===== config.mk =====
export PLATFORM = sky130hd
export DESIGN_NAME = ssel_top
export DESIGN_NICKNAME = d
export VERILOG_FILES = /design/src/ssel_pkg.sv /design/src/ssel_source_map.sv /design/src/ssel_top.sv
export VERILOG_INCLUDE_DIRS = /design/src
export SDC_FILE = /design/constraint.sdc
export NUM_CORES = 1
export LEC_CHECK = 0
export ABC_CLOCK_PERIOD_IN_PS = 2600
export BUFFER_PORTS_ARGS = -buffer_cell sky130_fd_sc_hd__buf_2
export CAP_MARGIN = 20
export CORE_ASPECT_RATIO = 0.75
export CORE_MARGIN = 2
export CORE_UTILIZATION = 48
export DETAILED_ROUTE_END_ITERATION = 8
export PLACE_DENSITY = 0.8
export SETUP_SLACK_MARGIN = 0.2
export SYNTH_ARGS = -nofsm -noshare
export SYNTH_HDL_FRONTEND = slang
export SYNTH_SLANG_ARGS = --single-unit
export TNS_END_PERCENT = 30

===== constraint.sdc =====
create_clock -name clk_in -period 2.6 [get_ports clk_in]
set_clock_uncertainty 0.2 [all_clocks]
set_input_delay 0.13 -clock clk_in [delete_from_list [all_inputs] [get_ports clk_in]]
set_output_delay 0.13 -clock clk_in [all_outputs]
set_load 0.005 [all_outputs]

===== src/ssel_params.svh =====
// constants for the setting source selector
`ifndef SSEL_PARAMS_SVH
`define SSEL_PARAMS_SVH

`define SSEL_ENTRIES 16
`define SSEL_AW 12
`define SSEL_DW 8
`define SSEL_SPD_W 16

`define SSEL_ADDR_SPD_DISP 12'h1E0
`define SSEL_ADDR_SET_VIEW 12'h870
`define SSEL_ADDR_ST_SRC 12'h871
`define SSEL_ADDR_RAMP_SRC 12'h872
`define SSEL_ADDR_PANEL_VIEW 12'h874
`define SSEL_ADDR_STATUS 12'h880

`define SSEL_RST_SPD_DISP 8'h00
`define SSEL_RST_SET_VIEW 8'h00
`define SSEL_RST_ST_SRC 8'h01
`define SSEL_RST_RAMP_SRC 8'h01
`define SSEL_RST_PANEL_VIEW 8'h00

`define SSEL_MAX_SPD_DISP 8'h02
`define SSEL_MAX_VIEW 8'h05
`define SSEL_MAX_ST_SRC 8'h02
`define SSEL_MAX_RAMP_SRC 8'h01

`define SSEL_DISP_PLUS 8'h00
`define SSEL_DISP_ABS 8'h01
`define SSEL_DISP_MINUS 8'h02

`define SSEL_ST_DIGITAL 2'h0
`define SSEL_ST_ANALOG 2'h1
`define SSEL_ST_TORQUE 2'h2
`define SSEL_RAMP_ANALOG 1'h1

`define SSEL_ENTRY_POT 0
`define SSEL_ENTRY_EXT 1

`define SSEL_STAT_ACT_LSB 0
`define SSEL_STAT_ACT_MSB 1
`define SSEL_STAT_POS_BIT 2
`define SSEL_STAT_PEND_BIT 3

`endif


===== src/ssel_pkg.sv =====
// types for the setting source selector
`default_nettype none
`include "ssel_params.svh"

package ssel_pkg;

  typedef enum logic [1:0] {
    SSEL_SRC_DIGITAL = 2'h0,
    SSEL_SRC_INT_POT = 2'h1,
    SSEL_SRC_EXT = 2'h2
  } ssel_speed_src_t;

  typedef enum logic {
    SSEL_PH_SAMPLE = 1'b0,
    SSEL_PH_RUN = 1'b1
  } ssel_phase_t;

  typedef logic [`SSEL_ENTRIES-1:0][1:0] ssel_speed_vec_t;

  typedef struct packed {
    ssel_phase_t phase;
    logic [`SSEL_DW-1:0] spd_disp;
    logic [`SSEL_DW-1:0] set_view;
    logic [`SSEL_DW-1:0] st_stored;
    logic [`SSEL_DW-1:0] ramp_src;
    logic [`SSEL_DW-1:0] panel_view;
    logic [1:0] st_active;
    ssel_speed_vec_t speed_src;
    logic [`SSEL_ENTRIES-1:0] torque_ext;
    logic [`SSEL_ENTRIES-1:0] accel_pot;
    logic [`SSEL_ENTRIES-1:0] decel_pot;
    logic signed [`SSEL_SPD_W-1:0] disp_value;
    logic disp_neg;
    logic disp_sign_on;
    logic [`SSEL_DW-1:0] rdata;
  } ssel_state_t;

endpackage
`default_nettype wire


===== src/ssel_source_map.sv =====
// per-entry source decode for speed, torque and ramp times
`timescale 1ns/1ps
`default_nettype none
`include "ssel_params.svh"

module ssel_source_map
#(
  parameter int ENTRIES = `SSEL_ENTRIES
)
(
  input wire logic pos_mode_in,
  input wire logic [1:0] st_sel_in,
  input wire logic ramp_sel_in,
  output logic [ENTRIES-1:0][1:0] speed_src_out,
  output logic [ENTRIES-1:0] torque_ext_out,
  output logic [ENTRIES-1:0] accel_pot_out,
  output logic [ENTRIES-1:0] decel_pot_out
);
  import ssel_pkg::*;

  genvar g;
  generate
    for (g = 0; g < ENTRIES; g++)
    begin : g_entry
      always_comb
      begin
        speed_src_out[g] = SSEL_SRC_DIGITAL;
        torque_ext_out[g] = 1'b0;
        accel_pot_out[g] = 1'b0;
        decel_pot_out[g] = 1'b0;
        if (!pos_mode_in)
        begin
          // speed control mode
          if (st_sel_in == `SSEL_ST_ANALOG)
          begin
            if (g == `SSEL_ENTRY_POT)
              speed_src_out[g] = SSEL_SRC_INT_POT;
            else if (g == `SSEL_ENTRY_EXT)
              speed_src_out[g] = SSEL_SRC_EXT;
          end
          else if (st_sel_in == `SSEL_ST_TORQUE)
            torque_ext_out[g] = 1'b1;
          if (ramp_sel_in == `SSEL_RAMP_ANALOG && (g == `SSEL_ENTRY_POT || g == `SSEL_ENTRY_EXT))
          begin
            accel_pot_out[g] = 1'b1;
            decel_pot_out[g] = 1'b1;
          end
        end
        else
        begin
          // position mode: speeds digital, ramp selection ignored
          if (st_sel_in == `SSEL_ST_TORQUE)
            torque_ext_out[g] = 1'b1;
        end
      end
    end
  endgenerate

endmodule
`default_nettype wire


===== src/ssel_top.sv =====
// common-parameter register bank and setting source selector
//
// Chosen here: strobed register access.
`timescale 1ns/1ps
`default_nettype none
`include "ssel_params.svh"

module ssel_top
#(
  parameter int ENTRIES = `SSEL_ENTRIES,
  parameter int SPD_W = `SSEL_SPD_W
)
(
  input wire logic clk_in,
  input wire logic rst_b_in,
  input wire logic [`SSEL_AW-1:0] addr_in,
  input wire logic [`SSEL_DW-1:0] wdata_in,
  input wire logic wr_in,
  input wire logic rd_in,
  output logic [`SSEL_DW-1:0] rdata_out,
  input wire logic pos_mode_in,
  input wire logic reload_in,
  input wire logic signed [SPD_W-1:0] speed_mon_in,
  output logic signed [SPD_W-1:0] disp_value_out,
  output logic disp_neg_out,
  output logic disp_sign_on_out,
  output logic [`SSEL_DW-1:0] setter_view_out,
  output logic [`SSEL_DW-1:0] panel_view_out,
  output logic [1:0] st_active_out,
  output ssel_pkg::ssel_speed_vec_t speed_src_out,
  output logic [ENTRIES-1:0] torque_ext_out,
  output logic [ENTRIES-1:0] accel_time_pot_out,
  output logic [ENTRIES-1:0] decel_time_pot_out
);
  import ssel_pkg::*;

  ssel_state_t state_reg;
  ssel_state_t state_next;

  ssel_speed_vec_t map_speed;
  logic [ENTRIES-1:0] map_torque;
  logic [ENTRIES-1:0] map_accel;
  logic [ENTRIES-1:0] map_decel;
  logic signed [SPD_W-1:0] mon_abs;
  logic signed [SPD_W-1:0] mon_neg;
  logic [`SSEL_DW-1:0] status_word;

  // source decode from the active (sampled at reset and on reload_in) speed/torque selection and the live ramp register
  ssel_source_map
  #(
    .ENTRIES(ENTRIES)
  )
  u_map
  (
    .pos_mode_in(pos_mode_in),
    .st_sel_in(state_reg.st_active),
    .ramp_sel_in(state_reg.ramp_src[0]),
    .speed_src_out(map_speed),
    .torque_ext_out(map_torque),
    .accel_pot_out(map_accel),
    .decel_pot_out(map_decel)
  );

  assign mon_neg = SPD_W'(-speed_mon_in);
  assign mon_abs = speed_mon_in[SPD_W-1] ? mon_neg : speed_mon_in;

  always_comb
  begin
    status_word = '0;
    status_word[`SSEL_STAT_ACT_MSB:`SSEL_STAT_ACT_LSB] = state_reg.st_active;
    status_word[`SSEL_STAT_POS_BIT] = pos_mode_in;
    status_word[`SSEL_STAT_PEND_BIT] = (state_reg.st_stored[1:0] != state_reg.st_active);
  end

  always_comb
  begin
    state_next = state_reg;
    state_next.rdata = '0;

    // register writes, out-of-range codes dropped
    if (wr_in)
    begin
      if (addr_in == `SSEL_ADDR_SPD_DISP)
      begin
        if (wdata_in <= `SSEL_MAX_SPD_DISP)
          state_next.spd_disp = wdata_in;
      end
      else if (addr_in == `SSEL_ADDR_SET_VIEW)
      begin
        if (wdata_in <= `SSEL_MAX_VIEW)
          state_next.set_view = wdata_in;
      end
      else if (addr_in == `SSEL_ADDR_ST_SRC)
      begin
        if (wdata_in <= `SSEL_MAX_ST_SRC)
          state_next.st_stored = wdata_in;
      end
      else if (addr_in == `SSEL_ADDR_RAMP_SRC)
      begin
        if (wdata_in <= `SSEL_MAX_RAMP_SRC)
          state_next.ramp_src = wdata_in;
      end
      else if (addr_in == `SSEL_ADDR_PANEL_VIEW)
      begin
        if (wdata_in <= `SSEL_MAX_VIEW)
          state_next.panel_view = wdata_in;
      end
    end

    // register reads, data in the following cycle only
    if (rd_in)
    begin
      if (addr_in == `SSEL_ADDR_SPD_DISP)
        state_next.rdata = state_reg.spd_disp;
      else if (addr_in == `SSEL_ADDR_SET_VIEW)
        state_next.rdata = state_reg.set_view;
      else if (addr_in == `SSEL_ADDR_ST_SRC)
        state_next.rdata = state_reg.st_stored;
      else if (addr_in == `SSEL_ADDR_RAMP_SRC)
        state_next.rdata = state_reg.ramp_src;
      else if (addr_in == `SSEL_ADDR_PANEL_VIEW)
        state_next.rdata = state_reg.panel_view;
      else if (addr_in == `SSEL_ADDR_STATUS)
        state_next.rdata = status_word;
      else
        state_next.rdata = '0;
    end

    // speed/torque selection is latched in the first cycle after reset and on reload_in
    case (state_reg.phase)
      SSEL_PH_SAMPLE:
      begin
        state_next.st_active = state_reg.st_stored[1:0];
        state_next.phase = SSEL_PH_RUN;
      end
      SSEL_PH_RUN:
      begin
        if (reload_in)
          state_next.phase = SSEL_PH_SAMPLE;
      end
      default:
      begin
        state_next.phase = SSEL_PH_SAMPLE;
      end
    endcase

    // registered source map; ramp pots only in speed mode
    state_next.speed_src = map_speed;
    state_next.torque_ext = map_torque;
    state_next.accel_pot = map_accel;
    state_next.decel_pot = map_decel;

    // speed monitor formatting for the data setter
    case (state_reg.spd_disp)
      `SSEL_DISP_ABS:
      begin
        state_next.disp_value = mon_abs;
        state_next.disp_neg = 1'b0;
        state_next.disp_sign_on = 1'b0;
      end
      `SSEL_DISP_MINUS:
      begin
        state_next.disp_value = mon_neg;
        state_next.disp_neg = mon_neg[SPD_W-1];
        state_next.disp_sign_on = 1'b1;
      end
      default:
      begin
        state_next.disp_value = speed_mon_in;
        state_next.disp_neg = speed_mon_in[SPD_W-1];
        state_next.disp_sign_on = 1'b1;
      end
    endcase
  end

  always_ff @(posedge clk_in)
  begin
    if (!rst_b_in)
    begin
      state_reg.phase <= SSEL_PH_SAMPLE;
      state_reg.spd_disp <= `SSEL_RST_SPD_DISP;
      state_reg.set_view <= `SSEL_RST_SET_VIEW;
      state_reg.st_stored <= `SSEL_RST_ST_SRC;
      state_reg.ramp_src <= `SSEL_RST_RAMP_SRC;
      state_reg.panel_view <= `SSEL_RST_PANEL_VIEW;
      state_reg.st_active <= 2'(`SSEL_RST_ST_SRC);
      state_reg.speed_src <= '0;
      state_reg.torque_ext <= '0;
      state_reg.accel_pot <= '0;
      state_reg.decel_pot <= '0;
      state_reg.disp_value <= '0;
      state_reg.disp_neg <= 1'b0;
      state_reg.disp_sign_on <= 1'b0;
      state_reg.rdata <= '0;
    end
    else
    begin
      state_reg <= state_next;
    end
  end

  assign rdata_out = state_reg.rdata;
  assign disp_value_out = state_reg.disp_value;
  assign disp_neg_out = state_reg.disp_neg;
  assign disp_sign_on_out = state_reg.disp_sign_on;
  assign setter_view_out = state_reg.set_view;
  assign panel_view_out = state_reg.panel_view;
  assign st_active_out = state_reg.st_active;
  assign speed_src_out = state_reg.speed_src;
  assign torque_ext_out = state_reg.torque_ext;
  assign accel_time_pot_out = state_reg.accel_pot;
  assign decel_time_pot_out = state_reg.decel_pot;

endmodule
`default_nettype wire


# Yosys cells after proc, flatten, opt, wreduce, memory -nomap -nowiden

Cells that the tools add are included.

Register bits: 131
Word-level logic and storage cells: 76

Add/sub/neg operators: 1
Magnitude comparators: 3
Equal/unequal tests: 11
Multiplexer cells: 17
Bitwise operators: 6
Reduce and logical (&&, ||, !) cells: 7

Operators with widths:

| operator                                                                          | count |
|---|---|
| 12-bit == test (second input constant)                                            | 5 |
| 8-bit two-way mux                                                                 | 5 |
| 18-bit case mux with 2 select lines                                               | 1 |
| 16-bit two-way mux                                                                | 1 |
| 16-bit negator                                                                    | 1 |
| 12-bit by 9-bit == test with 1-bit output (second input constant)                 | 1 |
| 8-bit by 1-bit == test with 1-bit output (second input constant)                  | 1 |
| 8-bit by 2-bit == test with 1-bit output (second input constant)                  | 1 |
| 8-bit by 1-bit less-or-equal comparator with 1-bit output (second input constant) | 1 |
| 8-bit by 2-bit less-or-equal comparator with 1-bit output (second input constant) | 1 |
| 8-bit by 3-bit less-or-equal comparator with 1-bit output (second input constant) | 1 |
| 1-bit two-way mux                                                                 | 7 |
| 7-bit AND reduction                                                               | 1 |
| 1-bit inverter                                                                    | 6 |
| 6-bit AND reduction                                                               | 1 |
| 5-bit AND reduction                                                               | 1 |
| 4-bit two-way mux                                                                 | 1 |
| 4-bit AND reduction                                                               | 1 |
| 3-bit AND reduction                                                               | 1 |
| 2-bit by 1-bit == test with 1-bit output (second input constant)                  | 1 |
| 2-bit == test (second input constant)                                             | 1 |
| 2-bit two-way mux                                                                 | 1 |
| 2-bit inequality test                                                             | 1 |
| 1-bit case mux with 2 select lines                                                | 1 |
| 2 further kinds                                                                   | 2 |

# Logic depth before layout (Yosys ltp)

Gate-level depths: netlist (run 1).

Depth in word-level cells: 7
Depth in mapped cells: 8
Mapped depth without buffers: 8

# By module

A second synthesis (run 1) with hierarchy kept.

Cell total of the unflattened synthesis: 712
Area, all modules: 6732.7 um2

Modules (own cells, without submodules):

| module          | times used | cells an instance | area each (um2) | seq. area each (um2) |
|---|---|---|---|---|
| ssel_top        | 1          | 631               | 6123.4          | 2982.9 |
| ssel_source_map | 1          | 81                | 609.3           | 0.0 |

# Least setup slack after synthesis (run 1)

Ideal clock, no wire load.

Kind: input to register
From: in speed_mon_in[9]
To: reg state_reg, in the netlist disp_neg_out
Data arrival time: 1915 ps
Slack: 415 ps
Cell stages on the path: 8
Buffers on the path: 0
Path through: or4_1 > nor2_1 > nand2_1 > nor3_1 > ha_1 > or3_1 > a21o_1 > a21oi_1

Longest elaborated chain between the ends: 2

Ends and longest elaborated chain:

| what                                | line            | RTL |
|---|---|---|
| start, declared                     | ssel_top.sv:23  | `input wire logic signed [SPD_W-1:0] speed_mon_in,` |
| 16-bit negator                      | ssel_top.sv:64  | `assign mon_neg = SPD_W'(-speed_mon_in);` |
| 18-bit case mux with 2 select lines | ssel_top.sv:154 | `case (state_reg.spd_disp)` |
| end signal, assigned                | ssel_top.sv:198 | `state_reg <= state_next;` |
| end, declared                       | ssel_top.sv:37  | `ssel_state_t state_reg;` |

Every way passes these cells.
A chain may end at the register's enable or synchronous reset.

# Final worst setup path (run 1)

From: in speed_mon_in[0]
To: reg state_reg, in the netlist disp_value_out[8]

Longest elaborated chain between the ends: 3

Ends and longest elaborated chain:

| what                                  | line            | RTL |
|---|---|---|
| 16-bit negator *                      | ssel_top.sv:64  |  |
| 16-bit two-way mux                    | ssel_top.sv:65  | `assign mon_abs = speed_mon_in[SPD_W-1] ? mon_neg : speed_mon_in;` |
| 18-bit case mux with 2 select lines * | ssel_top.sv:154 |  |

Mark *: on every way between the ends. The rest lies on a longest branch, timed or not.

==> impl_metrics.yaml, run 1 <==
synthesis:
  ys_seq_area_share_pct: 36.9
  synth_cell_types: 59
  synthFlopType: "dfxtp_1"
  synthTopCellsByCount: "buf_4 (123), dfxtp_1 (72), nor2_1 (30)"
  synth_edf_count: 0
  ys_ff_latch: 72
  synth.most_common_cell: "buf_4"
  synthArstFlopShare_pct: 0
  yosysWarnings: 0
  netlist.area_leader.share_pct: 36.9
  netlist_area_um2: 3910
  yosys.area.top_type: "dfxtp_1"
  syn_area_per_cell_um2: 8.97
  netlist_top_cells_area: "dfxtp_1 (37%), buf_4 (24%), and2_1 (3.2%), mux2i_1 (3.1%), nor2_1 (2.9%)"
  netlist_instances: 436
hold_path:
  hold-path-cell-count: 4
  min_to: "rdata_out[2]"
  min_path_type: "in2reg"
  min_from: "addr_in[0]"
pwr:
  p_int_w: 0.00166
  power.share.combinational_pct: 8.7
  vdd_drop_max_mv: 0.221
  seq_power_share_pct: 50.7
  leakage_nw: 2.09
  switching_share_pct: 25.4
  p_switching_w: 0.000563
  power.density_nw_per_um2: 511
  pwr-share-clk_pct: 40.6
worst_setup_path:
  timing.critical_path.from_type: "input pin"
  reg2reg_to: "disp_value_out[9]"
  crit_arrival_ns: 2.37
  reg2reg_depth: 7
  crit_path_end_kind: "register"
  r2r_start: "state_reg[146]"
  crit_required_ns: 2.63
  path_class: "in2reg"
  crit_path_start: "speed_mon_in[0]"
  r2r_setup_slack_ns: 0.26
  cp_max_fo: 4
floorplan:
  chipWidth_um: 108
  die_y_um: 82.2
  core_um2: 7880
  start_util_pct: 49.6
  die_area_um2: 8890
  io_pins: 166
  rows: 28
finish:
  antenna_cells: 0
  fin_nets: 554
  layout-drive-gt1-share_pct: 29.5
  largest_register_ffs: 25
  syn2layout_area_growth_pct: 11.0
  fillers: 699
placed_design:
  hpwl_um: 6230
  gp_congestion: 0.813
  portBuffers: 107
detailed_routing:
  wl_per_cell_um: 14.0
  drt_pass1_iterations: 4
  drtIter0Drc: 156
  vias: 3028
  drc: 0
  vias_per_cell: 4.88
  routed_wl_um: 8690
  antenna_left: 0
clocking:
  cts-buffers-inserted: 9
  ctsLongestPathBuffers: 2
  numClockSinks: 72
  cts-root-buf: "clkbuf_8"
  h-tree-depth: 3
  path_clk_slew_ns: 0.08
  cts_tree: "done"
  post-cts-setup-buffers: 0
  clk_latency_ns: 0.35
timing:
  rsz0062_at_grt: "yes"
  hold_ws_ns: 0.0417
  fmax_mhz: 427
  hold_violations: 0
  setup_violations: 0
  post-route-period-util_pct: 90.2
  worstMarginPinSlew_ns: 0.672
  relSlewSlack_pct: 55.0
  fin_crit_ns: 2.34
  tns_ns: 0
  slew_viol_final: 0
global_route:
  grt_max_degree: 29
  grt_usage_pct: 19.4
  grt_pass1_wl_um: 13200
  antenna_found_initial: 0
  first_global_vias: 2741
  grt_overflow: 0
status:
  outcome: "finished clean"
run:
  drv_cap: 0
## kinds of logic (layout without fill, tap and decap cells)
group,count (synthesis),after routing,share of synthesized area (%)
xor+xnor,13,13,2.91
compound gates,61,61,10.6
flops,72,72,36.9
fa+ha+maj,2,2,0.640
buf+inv,142,164,25.9
mux,12,12,3.07
other cells,1,58,0.0959
simple gates,133,133,20.0
## cell usage in the layout (no fill, tap or decap), types with 3 or more instances in the layout
master,instances
inv_1,6
clkbuf_8,9
nand3_1,3
xor2_1,5
or4_1,3
xnor2_1,8
nand2_1,25
or3_1,6
nor3b_1,4
dfxtp_1,72
nor2_1,30
inv_6,3
and3_2,5
a31oi_1,4
dlygate4sd3_1,24
nor4_1,3
a211o_1,3
and3_1,5
buf_2,107
mux2i_1,12
and2_1,20
nor3_1,5
clkinvlp_4,3
conb_1,58
o21ai_0,6
a211oi_1,3
a22oi_1,7
a21oi_1,19
buf_4,10
o221ai_1,4
## what timing repair did
| item | in CTS | in global routing |
|---|---|---|
| endpoints found under the setup margin | 0 | 5 |
| hold buffers | 24 | 0 |
| hold endpoints to repair | 30 | 0 |
| resized for setup | 0 | 3 |
## worst max path at each step
stage | end | slack, ns | cells after the start
detailed placement | disp_neg_out | 0.16 | 9
global placement | disp_neg_out | 0.22 | 9
finish | disp_value_out[8] | 0.26 | 10
CTS | disp_value_out[13] | 0.25 | 8
floorplan | disp_neg_out | 0.41 | 8
global route | disp_value_out[9] | 0.12 | 7
## worst max-delay path, cell delays in order
cell and delay, ns:
dlygate4sd3_1 0.53, buf_2 0.14, inv_1 0.08, ha_1 0.18, or3b_2 0.49, nor4_1 0.26
buf_4 0.20, a21oi_1 0.09, xnor2_1 0.19, nor2_1 0.07
## layout make-up
class | count | area [um2] | area share [%]
clock buffer | 9 | 124 | 2.85
clock inverter | 7 | 78.8 | 1.82
inverter | 7 | 26.3 | 0.605
multi-input combinational | 279 | 1690 | 38.9
sequential | 72 | 1440 | 33.2
tap | 105 | 131 | 3.03
timing repair buffer | 141 | 851 | 19.6
## power by group through the flow
| stage | clock [W] | sequential, W | combinational [W] |
|---|---|---|---|
| finish | 0.000902 | 0.00112 | 0.000193 |
| CTS | 0.000928 | 0.00113 | 0.000188 |
| global placement | 0 | 0.00115 | 0.000153 |
| floorplan | 0 | 0.00115 | 0.000166 |
| global route | 0.000967 | 0.00113 | 0.000214 |
| detailed placement | 0 | 0.00115 | 0.000159 |
## per-layer routing
layer / vias to the layer above / share of wire (%) / global-route usage (%)
met5: - / 0 / 0
met4: 0 / 0.62 / 6.03
met3: 5 / 9.5 / 4.63
met2: 146 / 48 / 33.1
met1: 1417 / 42 / 24.5
li1: 1460 / - / -
## metrics by stage
stage                     total power, W  area (um2)  worst slack, ns  utilization [%]  cells
after floorplan                  0.00132        4120            0.415                -    493
after global placement           0.00130        3880            0.219             49.2    580
after detailed placement         0.00131        3880            0.156             49.2    580
after CTS                        0.00224        4320            0.253             54.9    620
after global routing             0.00231        4340            0.121             55.1    620
final                            0.00222        4340            0.256             55.1    620
Note: power is estimated with default switching activity, not from simulation.
==> run 2: changes to the inputs <==
Settings changed: ABC_CLOCK_PERIOD_IN_PS 2600 to 2350.
Clock period 2.6 ns to 2.35 ns, I/O delays scaled along.
==> run 2 against run 1 <==
  * Sequential share of layout area is 1.2 points lower
  * Critical path type unchanged
  * Non-clock buffer count is 10 higher
  * Via count is 4.6% higher
  * Largest cell class unchanged
  * Largest power group unchanged
==> impl_metrics.yaml, run 2 (same netlist as run 1, synthesis figures left out) <==
pwr:
  pwr-share-clk_pct: 45.0
  switching_share_pct: 22.3
  leakage_nw: 2.17
  power.density_nw_per_um2: 594
  p_int_w: 0.00208
  p_total_w: 0.00267
  p_switching_w: 0.000596
  power.share.combinational_pct: 8.4
  vdd_drop_max_mv: 0.356
  seq_power_share_pct: 46.6
placed_design:
  place_area_um2: 3940
  hpwl_um: 6250
  dp_cells: 587
  portBuffers: 107
  gp_congestion: 0.885
worst_setup_path:
  crit_required_ns: 2.42
  r2r_start: "state_reg[140]"
  path_class: "in2reg"
  reg2reg_to: "disp_value_out[3]"
  crit_path_end_kind: "register"
  crit_arrival_ns: 2.12
  reg2reg_depth: 5
  timing.critical_path.from_type: "input pin"
  cp_max_fo: 4
  r2r_setup_slack_ns: 0.53
detailed_routing:
  drc: 0
  wl_met1_um: 3700
  dr_wl_met2_um: 4100
  routed_wl_um: 8700
  wl_per_cell_um: 13.8
  vias: 3166
  vias_per_cell: 5.03
  wl_met3_um: 761
  drtIter0Drc: 191
  top_layer: "met4"
  drt_pass1_iterations: 4
  antenna_left: 0
global_route:
  grt_pass1_wl_um: 12900
  grt_usage_pct: 18.9
  grt_overflow: 0
  grt_max_degree: 29
  antenna_found_initial: 0
  first_global_vias: 2663
finish:
  final_common_cell: "buf_2"
  largest_register_ffs: 25
  multi_input_area_um2: 1710
  fillers: 673
  final_cell_mix: "buf_2 (106), dfxtp_1 (72), conb_1 (58)"
  layout.cells.non_filler: 630
  antenna_cells: 0
  postLayoutCellArea_um2: 4500
  final-seq-area_um2: 1440
  layout-drive-gt1-share_pct: 31.8
  fin_nets: 564
  syn2layout_area_growth_pct: 15.1
clocking:
  numClockSinks: 72
  h-tree-depth: 3
  clk_latency_ns: 0.34
  path_clk_slew_ns: 0.07
  cts_tree: "done"
  ctsLongestPathBuffers: 2
  cts-root-buf: "clkbuf_8"
  cts-buffers-inserted: 9
hold_path:
  min_path_type: "in2reg"
  min_to: "rdata_out[1]"
  hold-path-cell-count: 4
  min_from: "addr_in[0]"
timing:
  slew_viol_final: 0
  relSlewSlack_pct: 62.0
  post-route-period-util_pct: 87.3
  fmax_mhz: 487
  rsz0062_at_grt: "yes"
  setup_violations: 0
  fin_crit_ns: 2.05
  worstMarginPinSlew_ns: 0.565
  hold_violations: 0
  hold_ws_ns: 0.0484
floorplan:
  start_util_pct: 49.6
  core_um2: 7880
  rows: 28
  die_area_um2: 8890
  io_pins: 166
  chipWidth_um: 108
  die_y_um: 82.2
status:
  outcome: "finished clean"
run:
  drv_cap: 0
run 2: area by class of cell:
type                            count  share of cell area, %
Inverter                            7                  0.584
Tap cell                          105                   2.92
Clock buffer                       10                   3.06
Multi-Input combinational cell    279                   38.1
Clock inverter                      6                   2.56
Timing Repair Buffer              151                   20.8
Sequential cell                    72                   32.0
run 2: through the flow:
step | setup TNS, ns | utilization, % | setup WS (ns)
floorplan | 0 | - | 0.217
global placement | 0 | 50.0 | 0.0301
detailed placement | -0.00324 | 50.0 | -0.00324
CTS | 0 | 56.2 | 0.214
global route | 0 | 57.1 | 0.183
finish | 0 | 57.1 | 0.298
run 2: worst max-delay path: stages:
cell           delay (ns)
dlygate4sd3_1        0.55
buf_2                0.17
nor2_1               0.15
nand3_2              0.12
nor3_2               0.12
ha_1                 0.25
or3_1                0.34
a21o_1               0.18
a21oi_1              0.11
run 2: routing by layer:
| layer | track usage [%] | vias to the layer above |
|---|---|---|
| met5 | 0 | - |
| met4 | 7.69 | 0 |
| met3 | 4.55 | 14 |
| met2 | 30.8 | 175 |
| met1 | 24.4 | 1499 |
| li1 | - | 1478 |
run 2: worst max-delay path by stage:
| stage | start | end | slack, ns |
|---|---|---|---|
| after global placement | speed_mon_in[9] | disp_neg_out | 0.03 |
| after floorplan | speed_mon_in[9] | disp_neg_out | 0.22 |
| after global routing | speed_mon_in[5] | disp_neg_out | 0.18 |
| after CTS | speed_mon_in[1] | disp_value_out[10] | 0.21 |
| final | speed_mon_in[5] | disp_neg_out | 0.30 |
| after detailed placement | speed_mon_in[9] | disp_neg_out | -0.003 |
run 2: power by group through the flow:
stage / sequential (W) / combinational (W) / clock [W]
finish: 0.00125 / 0.000224 / 0.00120
global route: 0.00125 / 0.000247 / 0.00128
CTS: 0.00125 / 0.000211 / 0.00123
detailed placement: 0.00127 / 0.000179 / 0
global placement: 0.00127 / 0.000174 / 0
floorplan: 0.00127 / 0.000184 / 0
run 2: timing repair:
item / in CTS / in global routing
hold endpoints to repair: 31 / 0
setup buffers: 0 / 3
resized for setup: 0 / 10
endpoints found under the setup margin: 0 / 7
hold buffers: 24 / 0
